$ cat src/verilog/tsm_regs.svh
// Offsets, field positions, reset values and timing counts of the sensor serial slave
`ifndef TSM_REGS_SVH
`define TSM_REGS_SVH
// System clock rate in Hz
`define TSM_CLK_HZ 50000000
// Bus stuck-low timeout in milliseconds, and its count of cycles
`define TSM_TOUT_MS 32
`define TSM_TOUT_CYC (`TSM_TOUT_MS * (`TSM_CLK_HZ / 1000))
// Glitch filter lengths, fast mode and high-speed mode
`define TSM_FILT_FS 3'h3
`define TSM_FILT_HS 3'h1
// Length of one conversion of both channels, in cycles
`define TSM_CONV_CYC 2048
// Register pointers
`define TSM_PTR_RST 8'h00
`define TSM_PTR_STATUS_RD 8'h02
`define TSM_PTR_CFG1_RD 8'h03
`define TSM_PTR_CFG1_WR 8'h09
`define TSM_PTR_ONESHOT 8'h0F
// Configuration register one
`define TSM_CFG1_RST 8'h00
`define TSM_CFG1_WMASK 8'hE4
`define TSM_CFG1_MASK 7
`define TSM_CFG1_SHDN 6
`define TSM_CFG1_ALSEL 5
// Status register busy flag
`define TSM_STAT_BUSY 7
// Bus addresses and codes
`define TSM_ADDR_BASE 7'h4C
`define TSM_GC_ADDR 8'h00
`define TSM_GC_RESET 8'h06
`define TSM_ARA_BYTE 8'h19
`define TSM_HS_CODE 5'h01
`endif

$ cat src/verilog/tsm_pkg.sv
// Types of the sensor serial slave
package tsm_pkg;
  // Bus byte engine states, Gray along the usual path
  typedef enum logic [2:0] {
    ST_IDLE = 3'h0,
    ST_ADDR = 3'h1,
    ST_AACK = 3'h3,
    ST_RX   = 3'h2,
    ST_RACK = 3'h6,
    ST_TX   = 3'h7,
    ST_TACK = 3'h5,
    ST_IGN  = 3'h4
  } tsm_bus_st_t;
  // Kind of the addressed transfer
  typedef enum logic [1:0] {
    MD_NORM = 2'h0,
    MD_GC   = 2'h1,
    MD_ARA  = 2'h2
  } tsm_mode_t;
  // Conversion sequencer states
  typedef enum logic [1:0] {
    CV_IDLE = 2'h0,
    CV_RUN  = 2'h1,
    CV_DONE = 2'h3
  } tsm_conv_st_t;
endpackage : tsm_pkg

$ cat src/verilog/tsm_conv_if.sv
// Link between the serial slave and the conversion sequencer
interface tsm_conv_if;
  logic run;        // Continuous mode, shutdown clear
  logic trig;       // One-shot pulse
  logic abort;      // Drop conversion at once
  logic supply_ok;  // Supply valid, synchronised
  logic busy;       // Conversion running
  logic done;       // Result ready pulse
  modport ctl (output run, trig, abort, supply_ok, input busy, done);
  modport seq (input run, trig, abort, supply_ok, output busy, done);
endinterface : tsm_conv_if

$ cat src/verilog/tsm_conv_seq.sv
// Conversion sequencer: continuous, one-shot and abort
`include "tsm_regs.svh"
module tsm_conv_seq #(
  parameter int CONV_CYC = `TSM_CONV_CYC
) (
  // Clock and reset
  input wire logic i_sys_clk,
  input wire logic i_nrst,
  // Control link
  tsm_conv_if.seq  cif
);
  localparam int CW = $clog2(CONV_CYC);

  generate
    if (CONV_CYC < 2) begin : g_bad_len
      $error("CONV_CYC must be at least 2");
    end
  endgenerate

  tsm_pkg::tsm_conv_st_t st_reg, st_next;   // Sequencer state
  logic [CW-1:0]         cnt_reg, cnt_next; // Conversion timer
  logic                  pend_reg, pend_next; // One-shot waiting
  logic                  busy_reg, busy_next;
  logic                  done_reg, done_next;

  assign cif.busy = busy_reg;
  assign cif.done = done_reg;

  // Next state of the sequencer
  always_comb begin
    st_next   = st_reg;
    cnt_next  = cnt_reg;
    pend_next = pend_reg;
    // (RL3) One-shot only in shutdown
    if (cif.trig && !cif.run) begin
      pend_next = 1'b1;
    end
    unique case (st_reg)
      tsm_pkg::CV_IDLE: begin
        // (RL2) Restart when continuous
        if (cif.run || pend_reg) begin
          pend_next = 1'b0;
          // (RL14) Skip on bad supply
          if (cif.supply_ok) begin
            st_next  = tsm_pkg::CV_RUN;
            cnt_next = '0;
          end
        end
      end
      tsm_pkg::CV_RUN: begin
        // (RL14) Supply lost, result dropped
        if (!cif.supply_ok) begin
          st_next = tsm_pkg::CV_IDLE;
        end else if (cnt_reg == CW'(CONV_CYC - 1)) begin
          st_next = tsm_pkg::CV_DONE;
        end else begin
          cnt_next = cnt_reg + CW'(1);
        end
      end
      tsm_pkg::CV_DONE: begin
        st_next = tsm_pkg::CV_IDLE;
      end
      default: begin
        // Illegal code, recover
        st_next = tsm_pkg::CV_IDLE;
      end
    endcase
    // (RL1) Abort wins over all
    if (cif.abort) begin
      st_next   = tsm_pkg::CV_IDLE;
      pend_next = 1'b0;
    end
    busy_next = (st_next == tsm_pkg::CV_RUN);
    done_next = (st_next == tsm_pkg::CV_DONE);
  end

  // Sequencer registers
  always_ff @(posedge i_sys_clk or negedge i_nrst) begin
    if (!i_nrst) begin
      st_reg   <= tsm_pkg::CV_IDLE;
      cnt_reg  <= '0;
      pend_reg <= 1'b0;
      busy_reg <= 1'b0;
      done_reg <= 1'b0;
    end else begin
      st_reg   <= st_next;
      cnt_reg  <= cnt_next;
      pend_reg <= pend_next;
      busy_reg <= busy_next;
      done_reg <= done_next;
    end
  end
endmodule : tsm_conv_seq

$ cat src/verilog/tsm_serial_slave.sv
// Two-wire slave with shutdown, one-shot, timeout, Hs-mode, general call and alert response
// Function
// (RL1) Shutdown set aborts conversion at once
// (RL2) Shutdown clear: convert back to back
// (RL3) One-shot write in shutdown: one conversion
// (RL4) One-shot data byte is discarded
// (RL5) Master waits before first one-shot
// (RL6) Slave only, bytes MSB first
// (RL7) Fast and high-speed bus rates
// (RL8) Address plus direction, ninth clock acknowledge
// (RL9) Start and stop from SDA edges
// (RL10) Master ends read by not acknowledging
// (RL11) Fixed slave address per build variant
// (RL12) First written byte loads the pointer
// (RL13) Reads use the held pointer
// (RL14) No conversion while supply invalid
// (RL15) Lines low too long reset interface
// (RL16) Hs code: no acknowledge, fast filters off
// (RL17) General call 06h resets everything
// (RL18) Alert response returns own address
// (RL19) Address LSB tells high or low
// (RL20) After response set mask, release alert
// (RL21) Host reads status, then clears mask
// (RL22) Lost arbitration keeps alert asserted
// (RL23) Pointer resets to zero
// (RL24) Mask bit holds alert inactive
// (RL25) Unmatched addresses left unanswered
`include "tsm_regs.svh"
module tsm_serial_slave #(
  parameter bit ADDR_VARIANT = 1'b0,
  parameter int TOUT_CYC     = `TSM_TOUT_CYC,
  parameter int CONV_CYC     = `TSM_CONV_CYC
) (
  // Clock and reset
  input  wire logic       i_sys_clk,
  input  wire logic       i_nrst,
  // Two-wire bus pins
  input  wire logic       i_scl,
  input  wire logic       i_sda,
  output logic            o_sda,
  output logic            o_sda_oe_n,
  // Alert pin, open drain
  output logic            o_alert,
  output logic            o_alert_oe_n,
  // Limit logic on this clock
  input  wire logic       i_alert_cond,
  input  wire logic       i_alert_high,
  // Supply monitor pin
  input  wire logic       i_supply_ok,
  // Rest of the register map
  input  wire logic [7:0] i_ext_rdata,
  output logic      [7:0] o_reg_ptr,
  output logic      [7:0] o_wr_data,
  output logic            o_wr_stb,
  output logic            o_soft_rst,
  // Mode and conversion state
  output logic            o_hs_mode,
  output logic            o_shutdown,
  output logic            o_alarm_sel,
  output logic            o_conv_busy,
  output logic            o_conv_done
);
  localparam int TW = $clog2(TOUT_CYC + 1);
  // (RL11) Address fixed by variant
  localparam logic [6:0] OWN_ADDR = `TSM_ADDR_BASE | {6'h00, ADDR_VARIANT};

  generate
    if (TOUT_CYC < 1) begin : g_bad_tout
      $error("TOUT_CYC must be at least 1");
    end
  endgenerate

  // Read data for the current pointer
  function automatic logic [7:0] rd_byte(input logic [7:0] ptr, input logic [7:0] cfg,
                                         input logic busy, input logic [7:0] ext);
    logic [7:0] b;
    b = ext;
    if (ptr == `TSM_PTR_STATUS_RD) begin
      b[`TSM_STAT_BUSY] = busy;
    end else if (ptr == `TSM_PTR_CFG1_RD) begin
      b = cfg;
    end
    return b;
  endfunction : rd_byte

  // Input synchronisers: scl, sda, supply
  logic [2:0] pin_raw;
  logic [2:0] sync1_reg;
  logic [2:0] sync2_reg;

  assign pin_raw = {i_supply_ok, i_sda, i_scl};

  // Two flops per pin, first one feeds only the second
  always_ff @(posedge i_sys_clk or negedge i_nrst) begin
    if (!i_nrst) begin
      sync1_reg <= 3'h7;
      sync2_reg <= 3'h7;
    end else begin
      sync1_reg <= pin_raw;
      sync2_reg <= sync1_reg;
    end
  end

  // Glitch filters, length follows the bus speed
  logic       hs_reg, hs_next;     // High-speed filters on
  logic [1:0] filt_reg;            // Filtered {sda, scl}
  logic [1:0] filt_next;
  logic [1:0] filt_q_reg;          // Previous filtered value
  logic [2:0] fthr;                // Active filter length

  // (RL7) Filter length sets rate
  // (RL16) Shorter filter in Hs-mode
  assign fthr = hs_reg ? `TSM_FILT_HS : `TSM_FILT_FS;

  genvar gi;
  generate
    for (gi = 0; gi < 2; gi++) begin : g_filt
      logic [2:0] fcnt_reg, fcnt_next;  // Cycles of disagreement
      // Accept a new level only once it has held long enough
      always_comb begin
        filt_next[gi] = filt_reg[gi];
        fcnt_next     = 3'h0;
        if (sync2_reg[gi] != filt_reg[gi]) begin
          if (fcnt_reg + 3'h1 >= fthr) begin
            filt_next[gi] = sync2_reg[gi];
          end else begin
            fcnt_next = fcnt_reg + 3'h1;
          end
        end
      end
      always_ff @(posedge i_sys_clk or negedge i_nrst) begin
        if (!i_nrst) begin
          filt_reg[gi]   <= 1'b1;
          filt_q_reg[gi] <= 1'b1;
          fcnt_reg       <= 3'h0;
        end else begin
          filt_reg[gi]   <= filt_next[gi];
          filt_q_reg[gi] <= filt_reg[gi];
          fcnt_reg       <= fcnt_next;
        end
      end
    end
  endgenerate

  // Bus events on filtered lines
  logic scl_f, sda_f, scl_rise, scl_fall, bus_start, bus_stop;
  assign scl_f    = filt_reg[0];
  assign sda_f    = filt_reg[1];
  assign scl_rise = scl_f & ~filt_q_reg[0];
  assign scl_fall = ~scl_f & filt_q_reg[0];
  // (RL9) SDA edge while SCL high
  assign bus_start = scl_f & filt_q_reg[0] & filt_q_reg[1] & ~sda_f;
  assign bus_stop  = scl_f & filt_q_reg[0] & ~filt_q_reg[1] & sda_f;

  // Conversion sequencer link
  tsm_conv_if cif ();

  tsm_conv_seq #(
    .CONV_CYC (CONV_CYC)
  ) u_seq (
    .i_sys_clk (i_sys_clk),
    .i_nrst    (i_nrst),
    .cif       (cif)
  );

  // Byte engine and register state
  tsm_pkg::tsm_bus_st_t st_reg, st_next;       // Engine state
  tsm_pkg::tsm_mode_t   mode_reg, mode_next;   // Transfer kind
  logic [2:0]           cnt_reg, cnt_next;     // Bit counter
  logic                 full_reg, full_next;   // Eight bits seen
  logic [7:0]           sh_reg, sh_next;       // Shift register
  logic                 rw_reg, rw_next;       // Read transfer
  logic                 first_reg, first_next; // Pointer byte due
  logic [7:0]           ptr_reg, ptr_next;     // Register pointer
  logic [7:0]           cfg_reg, cfg_next;     // Configuration one
  logic                 sda_oe_n_reg, sda_oe_n_next; // Low pulls SDA
  logic                 al_oe_n_reg, al_oe_n_next;   // Low pulls alert
  logic [TW-1:0]        tout_reg, tout_next;   // Stuck-low timer
  logic                 wr_stb_reg, wr_stb_next;
  logic [7:0]           wr_data_reg, wr_data_next;
  logic                 srst_reg, srst_next;   // Soft reset pulse
  logic                 trig_reg, trig_next;   // One-shot pulse
  logic                 abort_reg, abort_next; // Conversion abort
  logic [7:0]           rd_now;                // Byte to send

  assign rd_now = rd_byte(ptr_reg, cfg_reg, cif.busy, i_ext_rdata);

  assign cif.run       = ~cfg_reg[`TSM_CFG1_SHDN];
  assign cif.trig      = trig_reg;
  assign cif.abort     = abort_reg;
  assign cif.supply_ok = sync2_reg[2];

  // Next values of the byte engine
  always_comb begin
    st_next       = st_reg;
    mode_next     = mode_reg;
    cnt_next      = cnt_reg;
    full_next     = full_reg;
    sh_next       = sh_reg;
    rw_next       = rw_reg;
    first_next    = first_reg;
    ptr_next      = ptr_reg;
    cfg_next      = cfg_reg;
    sda_oe_n_next = sda_oe_n_reg;
    hs_next       = hs_reg;
    wr_stb_next   = 1'b0;
    wr_data_next  = wr_data_reg;
    srst_next     = 1'b0;
    trig_next     = 1'b0;
    // (RL15) Count while a line is low
    if (st_reg != tsm_pkg::ST_IDLE && !(scl_f && sda_f)) begin
      tout_next = tout_reg + TW'(1);
    end else begin
      tout_next = '0;
    end
    if (bus_stop) begin
      // (RL16) Stop ends Hs-mode
      st_next       = tsm_pkg::ST_IDLE;
      sda_oe_n_next = 1'b1;
      hs_next       = 1'b0;
    end else if (bus_start) begin
      // Start or repeated start
      st_next       = tsm_pkg::ST_ADDR;
      cnt_next      = 3'h0;
      full_next     = 1'b0;
      first_next    = 1'b1;
      sda_oe_n_next = 1'b1;
    end else if (tout_reg == TW'(TOUT_CYC - 1)) begin
      // (RL15) Release and wait for start
      st_next       = tsm_pkg::ST_IDLE;
      sda_oe_n_next = 1'b1;
      tout_next     = '0;
    end else if (scl_rise) begin
      unique case (st_reg)
        tsm_pkg::ST_ADDR, tsm_pkg::ST_RX: begin
          // (RL6) Shift in MSB first
          sh_next   = {sh_reg[6:0], sda_f};
          cnt_next  = cnt_reg + 3'h1;
          full_next = (cnt_reg == 3'h7);
        end
        tsm_pkg::ST_TX: begin
          cnt_next  = cnt_reg + 3'h1;
          full_next = (cnt_reg == 3'h7);
          // (RL22) Lost arbitration, back off
          if (sda_oe_n_reg && !sda_f) begin
            st_next       = tsm_pkg::ST_IGN;
            sda_oe_n_next = 1'b1;
          end
        end
        tsm_pkg::ST_TACK: begin
          // (RL20) Mask after won response
          if (mode_reg == tsm_pkg::MD_ARA) begin
            cfg_next[`TSM_CFG1_MASK] = 1'b1;
            st_next = tsm_pkg::ST_IGN;
          end
          // (RL10) Master not-acknowledge ends read
          if (sda_f) begin
            st_next = tsm_pkg::ST_IGN;
          end
        end
        tsm_pkg::ST_IDLE, tsm_pkg::ST_AACK, tsm_pkg::ST_RACK, tsm_pkg::ST_IGN: begin
        end
      endcase
    end else if (scl_fall) begin
      unique case (st_reg)
        tsm_pkg::ST_ADDR: begin
          if (full_reg) begin
            st_next = tsm_pkg::ST_AACK;
            sda_oe_n_next = 1'b0;
            if (sh_reg[7:3] == `TSM_HS_CODE) begin
              // (RL16) Hs code not acknowledged
              hs_next       = 1'b1;
              st_next       = tsm_pkg::ST_IGN;
              sda_oe_n_next = 1'b1;
            end else if (sh_reg[7:1] == OWN_ADDR) begin
              // (RL8) Own address acknowledged
              rw_next   = sh_reg[0];
              mode_next = tsm_pkg::MD_NORM;
            end else if (sh_reg == `TSM_GC_ADDR) begin
              // (RL17) General call acknowledged
              rw_next   = 1'b0;
              mode_next = tsm_pkg::MD_GC;
            end else if (sh_reg == `TSM_ARA_BYTE && !al_oe_n_reg) begin
              // (RL18) Answer alert response
              rw_next   = 1'b1;
              mode_next = tsm_pkg::MD_ARA;
            end else begin
              // (RL25) Not ours, stay off
              st_next       = tsm_pkg::ST_IGN;
              sda_oe_n_next = 1'b1;
            end
          end
        end
        tsm_pkg::ST_RX: begin
          if (full_reg) begin
            st_next       = tsm_pkg::ST_RACK;
            sda_oe_n_next = 1'b0;
            if (mode_reg == tsm_pkg::MD_GC) begin
              // (RL17) Soft reset on 06h only
              if (sh_reg == `TSM_GC_RESET) begin
                srst_next = 1'b1;
                ptr_next  = `TSM_PTR_RST;
                cfg_next  = `TSM_CFG1_RST;
              end
            end else if (first_reg) begin
              // (RL12) First byte is the pointer
              ptr_next   = sh_reg;
              first_next = 1'b0;
            end else if (ptr_reg == `TSM_PTR_CFG1_WR) begin
              cfg_next = sh_reg & `TSM_CFG1_WMASK;
            end else if (ptr_reg == `TSM_PTR_ONESHOT) begin
              // (RL4) Data byte not stored
              trig_next = 1'b1;
            end else begin
              wr_stb_next  = 1'b1;
              wr_data_next = sh_reg;
            end
          end
        end
        tsm_pkg::ST_AACK, tsm_pkg::ST_RACK: begin
          cnt_next      = 3'h0;
          full_next     = 1'b0;
          sda_oe_n_next = 1'b1;
          st_next       = tsm_pkg::ST_RX;
          if (rw_reg) begin
            st_next = tsm_pkg::ST_TX;
            // (RL19) Cause bit in address LSB
            if (mode_reg == tsm_pkg::MD_ARA) begin
              sh_next = {OWN_ADDR, i_alert_high};
            end else begin
              // (RL13) Read at held pointer
              sh_next = rd_now;
            end
            sda_oe_n_next = sh_next[7];
          end
        end
        tsm_pkg::ST_TX: begin
          if (full_reg) begin
            st_next       = tsm_pkg::ST_TACK;
            sda_oe_n_next = 1'b1;
          end else begin
            // (RL6) Next bit, MSB first
            sh_next       = {sh_reg[6:0], 1'b0};
            sda_oe_n_next = sh_reg[6];
          end
        end
        tsm_pkg::ST_TACK: begin
          // Acknowledged, send another byte
          st_next       = tsm_pkg::ST_TX;
          cnt_next      = 3'h0;
          full_next     = 1'b0;
          sh_next       = rd_now;
          sda_oe_n_next = rd_now[7];
        end
        tsm_pkg::ST_IDLE, tsm_pkg::ST_IGN: begin
        end
      endcase
    end
    // (RL1) Abort when shutdown is set
    abort_next = srst_next | (cfg_next[`TSM_CFG1_SHDN] & ~cfg_reg[`TSM_CFG1_SHDN]);
    // (RL24) Mask holds alert released
    al_oe_n_next = ~(i_alert_cond & ~cfg_next[`TSM_CFG1_MASK] & ~cfg_next[`TSM_CFG1_ALSEL]);
  end

  // Byte engine registers
  always_ff @(posedge i_sys_clk or negedge i_nrst) begin
    if (!i_nrst) begin
      st_reg       <= tsm_pkg::ST_IDLE;
      mode_reg     <= tsm_pkg::MD_NORM;
      cnt_reg      <= 3'h0;
      full_reg     <= 1'b0;
      sh_reg       <= 8'h00;
      rw_reg       <= 1'b0;
      first_reg    <= 1'b0;
      // (RL23) Pointer starts at zero
      ptr_reg      <= `TSM_PTR_RST;
      cfg_reg      <= `TSM_CFG1_RST;
      sda_oe_n_reg <= 1'b1;
      al_oe_n_reg  <= 1'b1;
      hs_reg       <= 1'b0;
      tout_reg     <= '0;
      wr_stb_reg   <= 1'b0;
      wr_data_reg  <= 8'h00;
      srst_reg     <= 1'b0;
      trig_reg     <= 1'b0;
      abort_reg    <= 1'b0;
    end else begin
      st_reg       <= st_next;
      mode_reg     <= mode_next;
      cnt_reg      <= cnt_next;
      full_reg     <= full_next;
      sh_reg       <= sh_next;
      rw_reg       <= rw_next;
      first_reg    <= first_next;
      ptr_reg      <= ptr_next;
      cfg_reg      <= cfg_next;
      sda_oe_n_reg <= sda_oe_n_next;
      al_oe_n_reg  <= al_oe_n_next;
      hs_reg       <= hs_next;
      tout_reg     <= tout_next;
      wr_stb_reg   <= wr_stb_next;
      wr_data_reg  <= wr_data_next;
      srst_reg     <= srst_next;
      trig_reg     <= trig_next;
      abort_reg    <= abort_next;
    end
  end

  // Open-drain data levels stay low; only the enables move
  assign o_sda        = 1'b0;
  assign o_alert      = 1'b0;
  assign o_sda_oe_n   = sda_oe_n_reg;
  assign o_alert_oe_n = al_oe_n_reg;
  assign o_reg_ptr    = ptr_reg;
  assign o_wr_data    = wr_data_reg;
  assign o_wr_stb     = wr_stb_reg;
  assign o_soft_rst   = srst_reg;
  assign o_hs_mode    = hs_reg;
  assign o_shutdown   = cfg_reg[`TSM_CFG1_SHDN];
  assign o_alarm_sel  = cfg_reg[`TSM_CFG1_ALSEL];
  assign o_conv_busy  = cif.busy;
  assign o_conv_done  = cif.done;
endmodule : tsm_serial_slave

$ cat config.mk
export PLATFORM = sky130hd
export DESIGN_NAME = tsm_serial_slave
export DESIGN_NICKNAME = d
export VERILOG_FILES = /design/src/verilog/tsm_pkg.sv /design/src/verilog/tsm_conv_if.sv /design/src/verilog/tsm_conv_seq.sv /design/src/verilog/tsm_serial_slave.sv
export VERILOG_INCLUDE_DIRS = /design/src /design/src/verilog
export SDC_FILE = /design/constraint.sdc
export NUM_CORES = 1
export LEC_CHECK = 0
export BUFFER_PORTS_ARGS = -buffer_cell sky130_fd_sc_hd__buf_4
export CAP_MARGIN = 5
export CORE_AREA = 2 2 83 145
export CTS_CLUSTER_DIAMETER = 100
export DETAILED_ROUTE_END_ITERATION = 8
export DIE_AREA = 0 0 85 147
export PLACE_DENSITY = 0.72
export SLEW_MARGIN = 20
export SYNTH_ARGS = -nofsm -noshare
export SYNTH_HDL_FRONTEND = slang
export SYNTH_HIERARCHICAL = 1
export SYNTH_SLANG_ARGS = --single-unit
$ cat constraint.sdc
create_clock -name i_sys_clk -period 2.5 [get_ports i_sys_clk]
set_clock_uncertainty 0.05 [all_clocks]
set_input_delay 0.25 -clock i_sys_clk [delete_from_list [all_inputs] [get_ports i_sys_clk]]
set_output_delay 0.25 -clock i_sys_clk [all_outputs]
set_load 0.05 [all_outputs]
==> Yosys cells after proc, flatten, opt, wreduce, memory -nomap -nowiden <==
Cells that the tools add are included.
{ "word_totals": {"elab_cells": 310, "latch_bits": 0, "in_bits": 15, "ff_bits": 103, "mem_count": 0, "rom_bits": 0, "mem_bits_rw": 0} }
{ "op_classes": {"n_mul": 0, "div_mod_pow": 0, "order_cmp": 2, "n_reduce_logical": 46, "n_shift": 0, "eq_ne": 48, "muxes": 149, "n_addsub": 5, "bitwise": 28} }
{ "op_table": {"columns": ["operator", "count"], "rows": [
  ["2-to-1 mux 8 bit", 20],
  ["2-to-1 mux 21 bit", 4],
  ["2-to-1 mux 1 bit", 78],
  ["2-to-1 mux 3 bit", 26],
  ["2-to-1 mux 11 bit", 4],
  ["inequality test 6 bit (second input constant)", 4],
  ["one-hot mux 8 bit (3 select lines)", 1],
  ["one-hot mux 11 bit (2 select lines)", 1],
  ["nonzero test 2 bit", 11],
  ["adder 21 x 1 -> 21 bit (second input constant)", 1],
  ["== test 21 bit (second input constant)", 1],
  ["2-to-1 mux 2 bit", 9],
  ["AND reduction 9 bit", 2],
  ["inverter 1 bit", 17],
  ["== test 8 x 2 -> 1 bit (second input constant)", 2],
  ["== test 8 x 4 -> 1 bit (second input constant)", 2],
  ["AND reduction 8 bit", 2],
  ["one-hot mux 3 bit (5 select lines)", 1],
  ["2-to-1 mux 7 bit", 2],
  ["inequality test 2 x 1 -> 1 bit (second input constant)", 7],
  ["AND reduction 7 bit", 2],
  ["== test 3 bit (second input constant)", 4],
  ["inequality test 2 bit (second input constant)", 6],
  ["nonzero test 3 bit", 4],
  ["38 further kinds", 67]
]} }

==> Longest topological paths before layout <==
Gate-level depths: netlist of run 1.
{ "logic_depth": {"ltp_word": 15, "depth_mapped": 9, "depth_no_buf": 8} }

==> By module <==
The synthesis of run 1 kept the hierarchy.
{ "by_module_without_submodules": {"columns": ["module", "area_per_inst_um2", "n_inst", "seq_area_each_um2", "cells_per_inst"], "rows": [
  ["tsm_serial_slave", 4284.1, 1, 2092.0, 429],
  ["tsm_conv_seq", 844.6, 1, 400.4, 89]
]} }

==> Least setup slack after synthesis of run 1 <==
No wires, ideal clock.
{ "synth_timing": {"kind": "flip-flop to flip-flop", "from": "register filt_q_reg[0]", "to": "register wr_data_reg[0] (netlist: o_wr_data[0])", "path_buffers": 0, "setup_ns": 0.125, "stages_incl_launch_ff": 8, "arrival_ns": 2.115, "slack_ns": 0.210, "synth_period_minus_slack_ns": 2.290, "path_cell_list": "dfstp_2 inv_1 ha_1 and3b_2 and3_4 o211ai_4 a2111oi_4 mux2_2"} }
{ "synth_via": {"elab_chain_cells": 5, "word_cells_on_any_way": 12, "cone_classes": "bitwise: 11; reduce/logical: 1"} }
{ "synth_lines": {"columns": ["element", "line", "source"], "rows": [
  ["from (decl)", "tsm_serial_slave.sv:108", "logic [1:0] filt_q_reg;"],
  ["from (signal, indexed assignment)", "tsm_serial_slave.sv:138", "filt_q_reg[gi] <= filt_reg[gi];"],
  ["AND 1 bit", "tsm_serial_slave.sv:152, tsm_serial_slave.sv:153", null],
  ["AND 1 bit, on equally long branches (2 in a row)", "tsm_serial_slave.sv:153, tsm_serial_slave.sv:152", null],
  ["inverter 1 bit (no source line)", null, null],
  ["AND reduction 11 bit (no source line) (*)", null, null],
  ["to (signal assigned)", "tsm_serial_slave.sv:402", "wr_data_reg <= wr_data_next;"],
  ["to (decl)", "tsm_serial_slave.sv:180", "logic [7:0] wr_data_reg, wr_data_next;"]
]} }
Every way passes the cells marked *; elsewhere a longest branch is shown, timed or not.
A chain may end at the register's enable or synchronous reset.

==> Worst setup path in the final report of run 1 <==
{ "layout_timing": {"from": "register filt_q_reg[0]", "to": "register sh_reg[3]"} }
{ "layout_via": {"elab_chain_cells": 5, "word_cells_on_any_way": 17, "cone_classes": "eq/ne: 3; mux: 1; bitwise: 10; reduce/logical: 3"} }
{ "layout_lines": {"columns": ["element", "line", "source"], "rows": [
  ["AND 1 bit", "tsm_serial_slave.sv:152, tsm_serial_slave.sv:153", null],
  ["AND 1 bit, on equally long branches (2 in a row)", "tsm_serial_slave.sv:153, tsm_serial_slave.sv:152", null],
  ["inverter 1 bit (no source line)", null, null],
  ["AND reduction 8 bit (no source line)", null, null],
  ["to (signal assigned)", "tsm_serial_slave.sv:392", "sh_reg <= sh_next;"],
  ["to (decl)", "tsm_serial_slave.sv:171", "logic [7:0] sh_reg, sh_next;"]
]} }
Parallel ways exist; a longest one is shown, timed or not.

==> flow_metrics.tcl, run 1 <==
set metrics [dict create \
    hold_depth 2 \
    netSwitchingFraction_pct 30.9 \
    grt-ovfl-total 0 \
    worst_pin_slew_ps 648 \
    syn_avg_cell_area_um2 9.90 \
    wl_per_cell_um 17.0 \
    cts_tree "built" \
    fin_worst_hold_slack_ps 46.8 \
    gp_congestion 0.945 \
    internal-power_uw 3110 \
    worst-path-buf-inv 3 \
    drt-pass1-iter-count 4 \
    yosys_warnings 6 \
    synth_edf_count 0 \
    die_w_um 85 \
    cp-end-kind "flip-flop" \
    slew_headroom_pct 56.8 \
    antenna_found_initial 0 \
    grt_max_degree 53 \
    hold_class "in -> reg" \
    max-cap-violations 0 \
    p_comb_share_pct 23.4 \
    drt_iter0_drc 257 \
    hold_violations 0 \
    synthToLayoutAreaGrowth_pct 19.6 \
    std_cell_rows 52 \
    min_period_over_period_pct 94.8 \
    p_sw_uw 1390 \
    cts_buffers 9 \
    dieArea_mm2 0.0125 \
    clk_path_buf_depth 2 \
    tns_ps 0 \
    antenna_cells 0 \
    crit_family "flip-flops" \
    dpl.hpwl_um 9270 \
    ios 42 \
    path_clk_slew_ps 70 \
    track_usage_pct 21.0 \
    r2r_cells 9 \
    pre_cts_slack_ps 151 \
    cts_root_buf "clkbuf_16" \
    ant_nets 0 \
    p_per_area_mw_per_mm2 733 \
    p_leak_uw 0.00277 \
    clockPowerShare_pct 33.2 \
    die_h_um 147 \
    fin_crit_ps 2370 \
    drive_above_1_share_pct 22.9 \
    finalSetupViolations 0 \
    crit_slowest_cell "dfstp_2" \
    place_area_mm2 0.00573 \
    synthesis.instances 518 \
    status "completed" \
    maxSlewViolCount 0 \
    regToRegSetupSlack_ps 130 \
    ys_ff_latch 99 \
    cp_max_fo 8 \
    worst_slack_ps 129 \
    synth_ff_type "dfrtp_1" \
    syn_area_mm2 0.00513 \
    cp_cell_sequence "inv_1 -> ha_1 -> buf_4 -> xnor2_2 -> o22ai_1 -> a2bb2oi_1 -> nor3_4 -> buf_12 -> mux2_2" \
    cp.arrival_ps 2550 \
    n_fill_cell 1000 \
    vdd_drop_max_uv 550 \
    wl_um 12300 \
    numPortBuffers 39 \
    largest_register_ff_count 21 \
    vias 4156 \
    yosysSeqAreaShare_pct 48.6 \
    grt_pass1_vias 4375 \
    clock_sinks 99 \
    grt_pass1_wl_um 21000 \
    cpPeakStageDelay_ps 550 \
    rsz0062_at_grt "no" \
    ys_types 65 \
    worstSkewPairLatency_ps 340 \
    p_seq_share_pct 43.4 \
    start_util_pct 45.0 \
    final_area_mm2 0.00613 \
    seqCellArea_mm2 0.00249 \
    drt_drc_violations_left 0 \
    multi_input_area_mm2 0.00250 \
    crit_required_ps 2680 \
    via_per_inst 5.74 \
    fin_nets 610 \
    crit_type "reg -> reg" \
    ys_async_sr_fraction_pct 100 \
    max_freq_mhz 422 \
    cp.depth 9 \
    critPathLaunchType "flip-flop" \
    core_area_mm2 0.0114 \
    htree_levels 3 \
]
==> path summary, 6_finish.rpt <==
kind,start,to
min in group asynchronous,i_nrst,o_reg_ptr[0]
max,filt_q_reg[0],sh_reg[3]
min,i_alert_cond,o_alert_oe_n
max reg2reg,filt_q_reg[0],sh_reg[3]
max in group asynchronous,i_nrst,sync1_reg[0]
min reg2reg,sync1_reg[0],sync2_reg[0]
==> cell usage after synthesis (3+ instances only) <==
cell type / count / area (um2)
and2_1: 4 / 25.0
dfstp_2: 12 / 315
xor2_1: 20 / 175
ha_1: 11 / 138
xnor2_1: 5 / 43.8
mux2_2: 22 / 248
or3_1: 4 / 25.0
o21ai_0: 34 / 170
or4_1: 6 / 45.0
dfrtp_1: 87 / 2180
nor3b_1: 4 / 30.0
and4_1: 7 / 61.3
nand2b_1: 8 / 50.1
mux2i_1: 7 / 70.1
and3_1: 11 / 68.8
nor4_1: 7 / 43.8
nand2_1: 41 / 154
o2111ai_1: 3 / 26.3
nor2_1: 47 / 176
nand3_1: 37 / 185
a31oi_1: 9 / 56.3
nand4_1: 8 / 50.1
nor3_1: 13 / 65.1
buf_2: 11 / 55.1
a21oi_1: 20 / 100
o31ai_1: 3 / 22.5
nor2b_1: 9 / 56.3
nand3b_1: 3 / 22.5
clkbuf_1: 4 / 15.0
inv_1: 21 / 78.8
==> placed cells by master (no fill, tap or decap), types with 4 or more instances in the layout <==
cell type and count:
a21oi_1 20, a31oi_1 8, and2_1 4, and3_1 11, and4_1 7, buf_4 63, clkbuf_16 9, conb_1 4
dfrtp_1 87, dfstp_2 12, dlygate4sd3_1 4, ha_1 11, inv_1 21, mux2_2 22, mux2i_1 7, nand2_1 41
nand2b_1 8, nand3_1 37, nand4_1 8, nor2_1 47, nor2b_1 9, nor3_1 13, nor3b_1 4, nor4_1 7
o21ai_0 34, or3_1 4, or4_1 6, xnor2_1 4, xor2_1 20
==> through the flow <==
stage / instances / util, % / total power (uW)
floorplan: 521 / - / 2520
global placement: 703 / 50.3 / 2960
detailed placement: 703 / 50.3 / 3000
CTS: 723 / 53.5 / 4510
global route: 724 / 53.9 / 4720
finish: 724 / 53.9 / 4500
==> power by group through the flow <==
stage	clock network, uW	registers [uW]	logic, uW
after floorplan	0	1950	571
final	1490	1950	1050
after global routing	1590	1970	1160
after global placement	0	1970	995
after CTS	1530	1950	1040
after detailed placement	0	1980	1030
==> routing by layer <==
metal / track usage (%) / up-vias / wire, um
met1: 23.5 / 2044 / 4680
li1: - / 1979 / -
met2: 36.4 / 92 / 6670
met5: 0 / - / 0
met3: 3.43 / 41 / 392
met4: 13.3 / 0 / 599
==> cell type report <==
cell class / count / area share, %
clock buffers: 11 / 3.80
clock inverters: 5 / 1.41
inverters: 21 / 1.29
multi-input cells: 383 / 40.8
flip-flops and latches: 99 / 40.6
well taps: 135 / 2.75
repair buffers: 70 / 9.35
==> cell families after synthesis <==
group,Yosys count,synth area share [%]
other,1,0.0731
multiplexers,29,6.20
adder cells (fa/ha/maj),12,2.88
buffers and inverters,39,3.29
XOR/XNOR,25,4.27
flip-flops,99,48.6
AO/OA/AOI/OAI,87,10.8
AND/OR/NAND/NOR,226,23.9
==> what timing repair did <==
item / in CTS / in global routing
setup buffers: 0 / 1
resized for setup: 0 / 3
hold buffers: 4 / 0
endpoints found under the setup margin: 0 / 13
endpoints found under the hold margin: 47 / 0
No activity file was read; power rests on OpenSTA's default activity.
==> run 2: changes to the inputs <==
--- a/config.mk
+++ b/config.mk
@@ -13,6 +13,7 @@
 export DETAILED_ROUTE_END_ITERATION = 8
 export DIE_AREA = 0 0 85 147
 export PLACE_DENSITY = 0.72
+export SETUP_SLACK_MARGIN = 0.4
 export SLEW_MARGIN = 20
 export SYNTH_ARGS = -nofsm -noshare
 export SYNTH_HDL_FRONTEND = slang
==> flow_metrics.tcl, run 2 (synthesis results as in run 1) <==
set metrics [dict create \
    grt-ovfl-total 0 \
    cts_root_buf "clkbuf_16" \
    rsz0062_at_grt "yes" \
    die_w_um 85 \
    track_usage_pct 21.5 \
    ios 42 \
    cp.arrival_ps 2480 \
    drt-pass1-iter-count 5 \
    start_util_pct 45.0 \
    maxSlewViolCount 0 \
    antenna_cells 0 \
    p_seq_share_pct 41.5 \
    min_period_over_period_pct 92.0 \
    place_area_mm2 0.00569 \
    drt_iter0_drc 311 \
    holdPathEnd "o_alert_oe_n" \
    power_uw 4770 \
    fin_worst_hold_slack_ps 42.7 \
    clock_sinks 99 \
    p_comb_share_pct 27.0 \
    layout_common_cells "dfrtp_1 (84), buf_4 (71), nor2_1 (45), nand2_1 (40), nand3_1 (31)" \
    via_per_inst 5.87 \
    cp_cell_sequence "buf_4 -> ha_1 -> and3b_2 -> and3_4 -> o211ai_4 -> a2111oi_4 -> buf_6 -> mux2_2" \
    cpPeakStageDelay_ps 540 \
    crit_type "reg -> reg" \
    p_leak_uw 0.00291 \
    wl_um 13200 \
    worstSkewPairLatency_ps 350 \
    htree_levels 3 \
    vias 4347 \
    regToRegSetupSlack_ps 200 \
    crit_slowest_cell "dfstp_2" \
    grt_pass1_vias 4430 \
    numPortBuffers 39 \
    critPathLaunchType "flip-flop" \
    synthToLayoutAreaGrowth_pct 28.5 \
    path_clk_slew_ps 70 \
    clk_path_buf_depth 2 \
    dpl.hpwl_um 9050 \
    status "completed" \
    max_freq_mhz 435 \
    vdd_drop_max_uv 455 \
    place_inst 693 \
    gp_congestion 0.919 \
    hold_violations 0 \
    internal-power_uw 3280 \
    ant_nets 0 \
    min_from "i_alert_cond" \
    clockPowerShare_pct 31.5 \
    largest_register_ff_count 21 \
    finalNonFillerCells 740 \
    crit_required_ps 2680 \
    cp_max_fo 9 \
    core_area_mm2 0.0114 \
    max-cap-violations 0 \
    drive_above_1_share_pct 31.4 \
    rr_endpoint "o_wr_data[0]" \
    std_cell_rows 52 \
    netSwitchingFraction_pct 31.2 \
    hold_depth 2 \
    cts_buffers 9 \
    finalSetupViolations 0 \
    dieArea_mm2 0.0125 \
    p_per_area_mw_per_mm2 723 \
    grt_max_degree 87 \
    drt_drc_violations_left 0 \
    mostFrequentLayoutCell "dfrtp_1" \
    hold_class "in -> reg" \
    tns_ps 0 \
    final_area_mm2 0.00659 \
    fin_crit_ps 2300 \
    fin_nets 626 \
    die_h_um 147 \
    grt_pass1_wl_um 21500 \
    rr_startpoint "filt_q_reg[0]" \
    p_sw_uw 1490 \
    r2r_cells 8 \
    wl_per_cell_um 17.9 \
    cts_tree "built" \
    cp-end-kind "flip-flop" \
    antenna_found_initial 0 \
]
==> run 2: changes by cell type in the layout (fill, tap and decap cells not counted), moves of 6 or more <==
cell | previous run | this run
mux2_4 | 0 | 9
nand3_1 | 37 | 31
mux2_2 | 22 | 13
buf_4 | 63 | 71
nand3_2 | 0 | 6
==> run 2: through the flow <==
step | setup slack [ps] | utilization [%]
floorplan | 234 | -
global placement | 153 | 49.9
detailed placement | -58.5 | 49.9
CTS | 215 | 55.9
global route | 150 | 57.9
finish | 200 | 57.9
==> run 2: worst max-delay path by stage <==
stage,start,to,slack (ps)
finish,filt_q_reg[0],o_wr_data[0],200
global route,filt_q_reg[0],o_wr_data[0],150
CTS,filt_q_reg[0],o_wr_data[0],220
detailed placement,filt_q_reg[0],o_reg_ptr[6],-60
global placement,filt_q_reg[0],o_reg_ptr[3],150
floorplan,filt_q_reg[0],o_wr_data[0],230
==> run 2: what timing repair did <==
item	4_1_cts	5_1_grt
hold buffers	4	0
buffers inserted	17	8
hold endpoints to repair	16	0
setup endpoints to repair	52	57
cloned	2	0
gates resized for setup	29	41
pin swaps	11	11
==> run 2: worst max-delay path: cells and delay by family, from the launching register on <==
family	cells	cell delay [ps]
simple gates	2	410
mux	1	350
buf+inv	2	310
flops	1	540
fa+ha+maj	1	150
compound gates	2	370
==> run 2: area by class of cell <==
class	instances	area, um2
flip-flops and latches	99	2500
well taps	135	169
multi-input cells	384	2790
clock buffers	11	233
fillers	902	4800
inverters	21	78.8
clock inverters	5	85.1
repair buffers	85	742
==> run 2: power by group through the flow <==
| stage | Sequential [uW] | Clock, uW | Combinational (uW) |
|---|---|---|---|
| floorplan | 1950 | 0 | 590 |
| global placement | 1990 | 0 | 927 |
| global route | 1990 | 1590 | 1390 |
| CTS | 1960 | 1530 | 1180 |
| detailed placement | 1990 | 0 | 964 |
| finish | 1980 | 1500 | 1290 |
==> run 2: metal layers <==
| metal | global-route usage (%) | vias to the layer above | share of wire (%) |
|---|---|---|---|
| met2 | 38.5 | 134 | 55 |
| met3 | 3.15 | 41 | 3.8 |
| met4 | 11.5 | 0 | 3.7 |
| met5 | 0 | - | 0 |
| met1 | 24.1 | 2160 | 37 |
| li1 | - | 2012 | - |
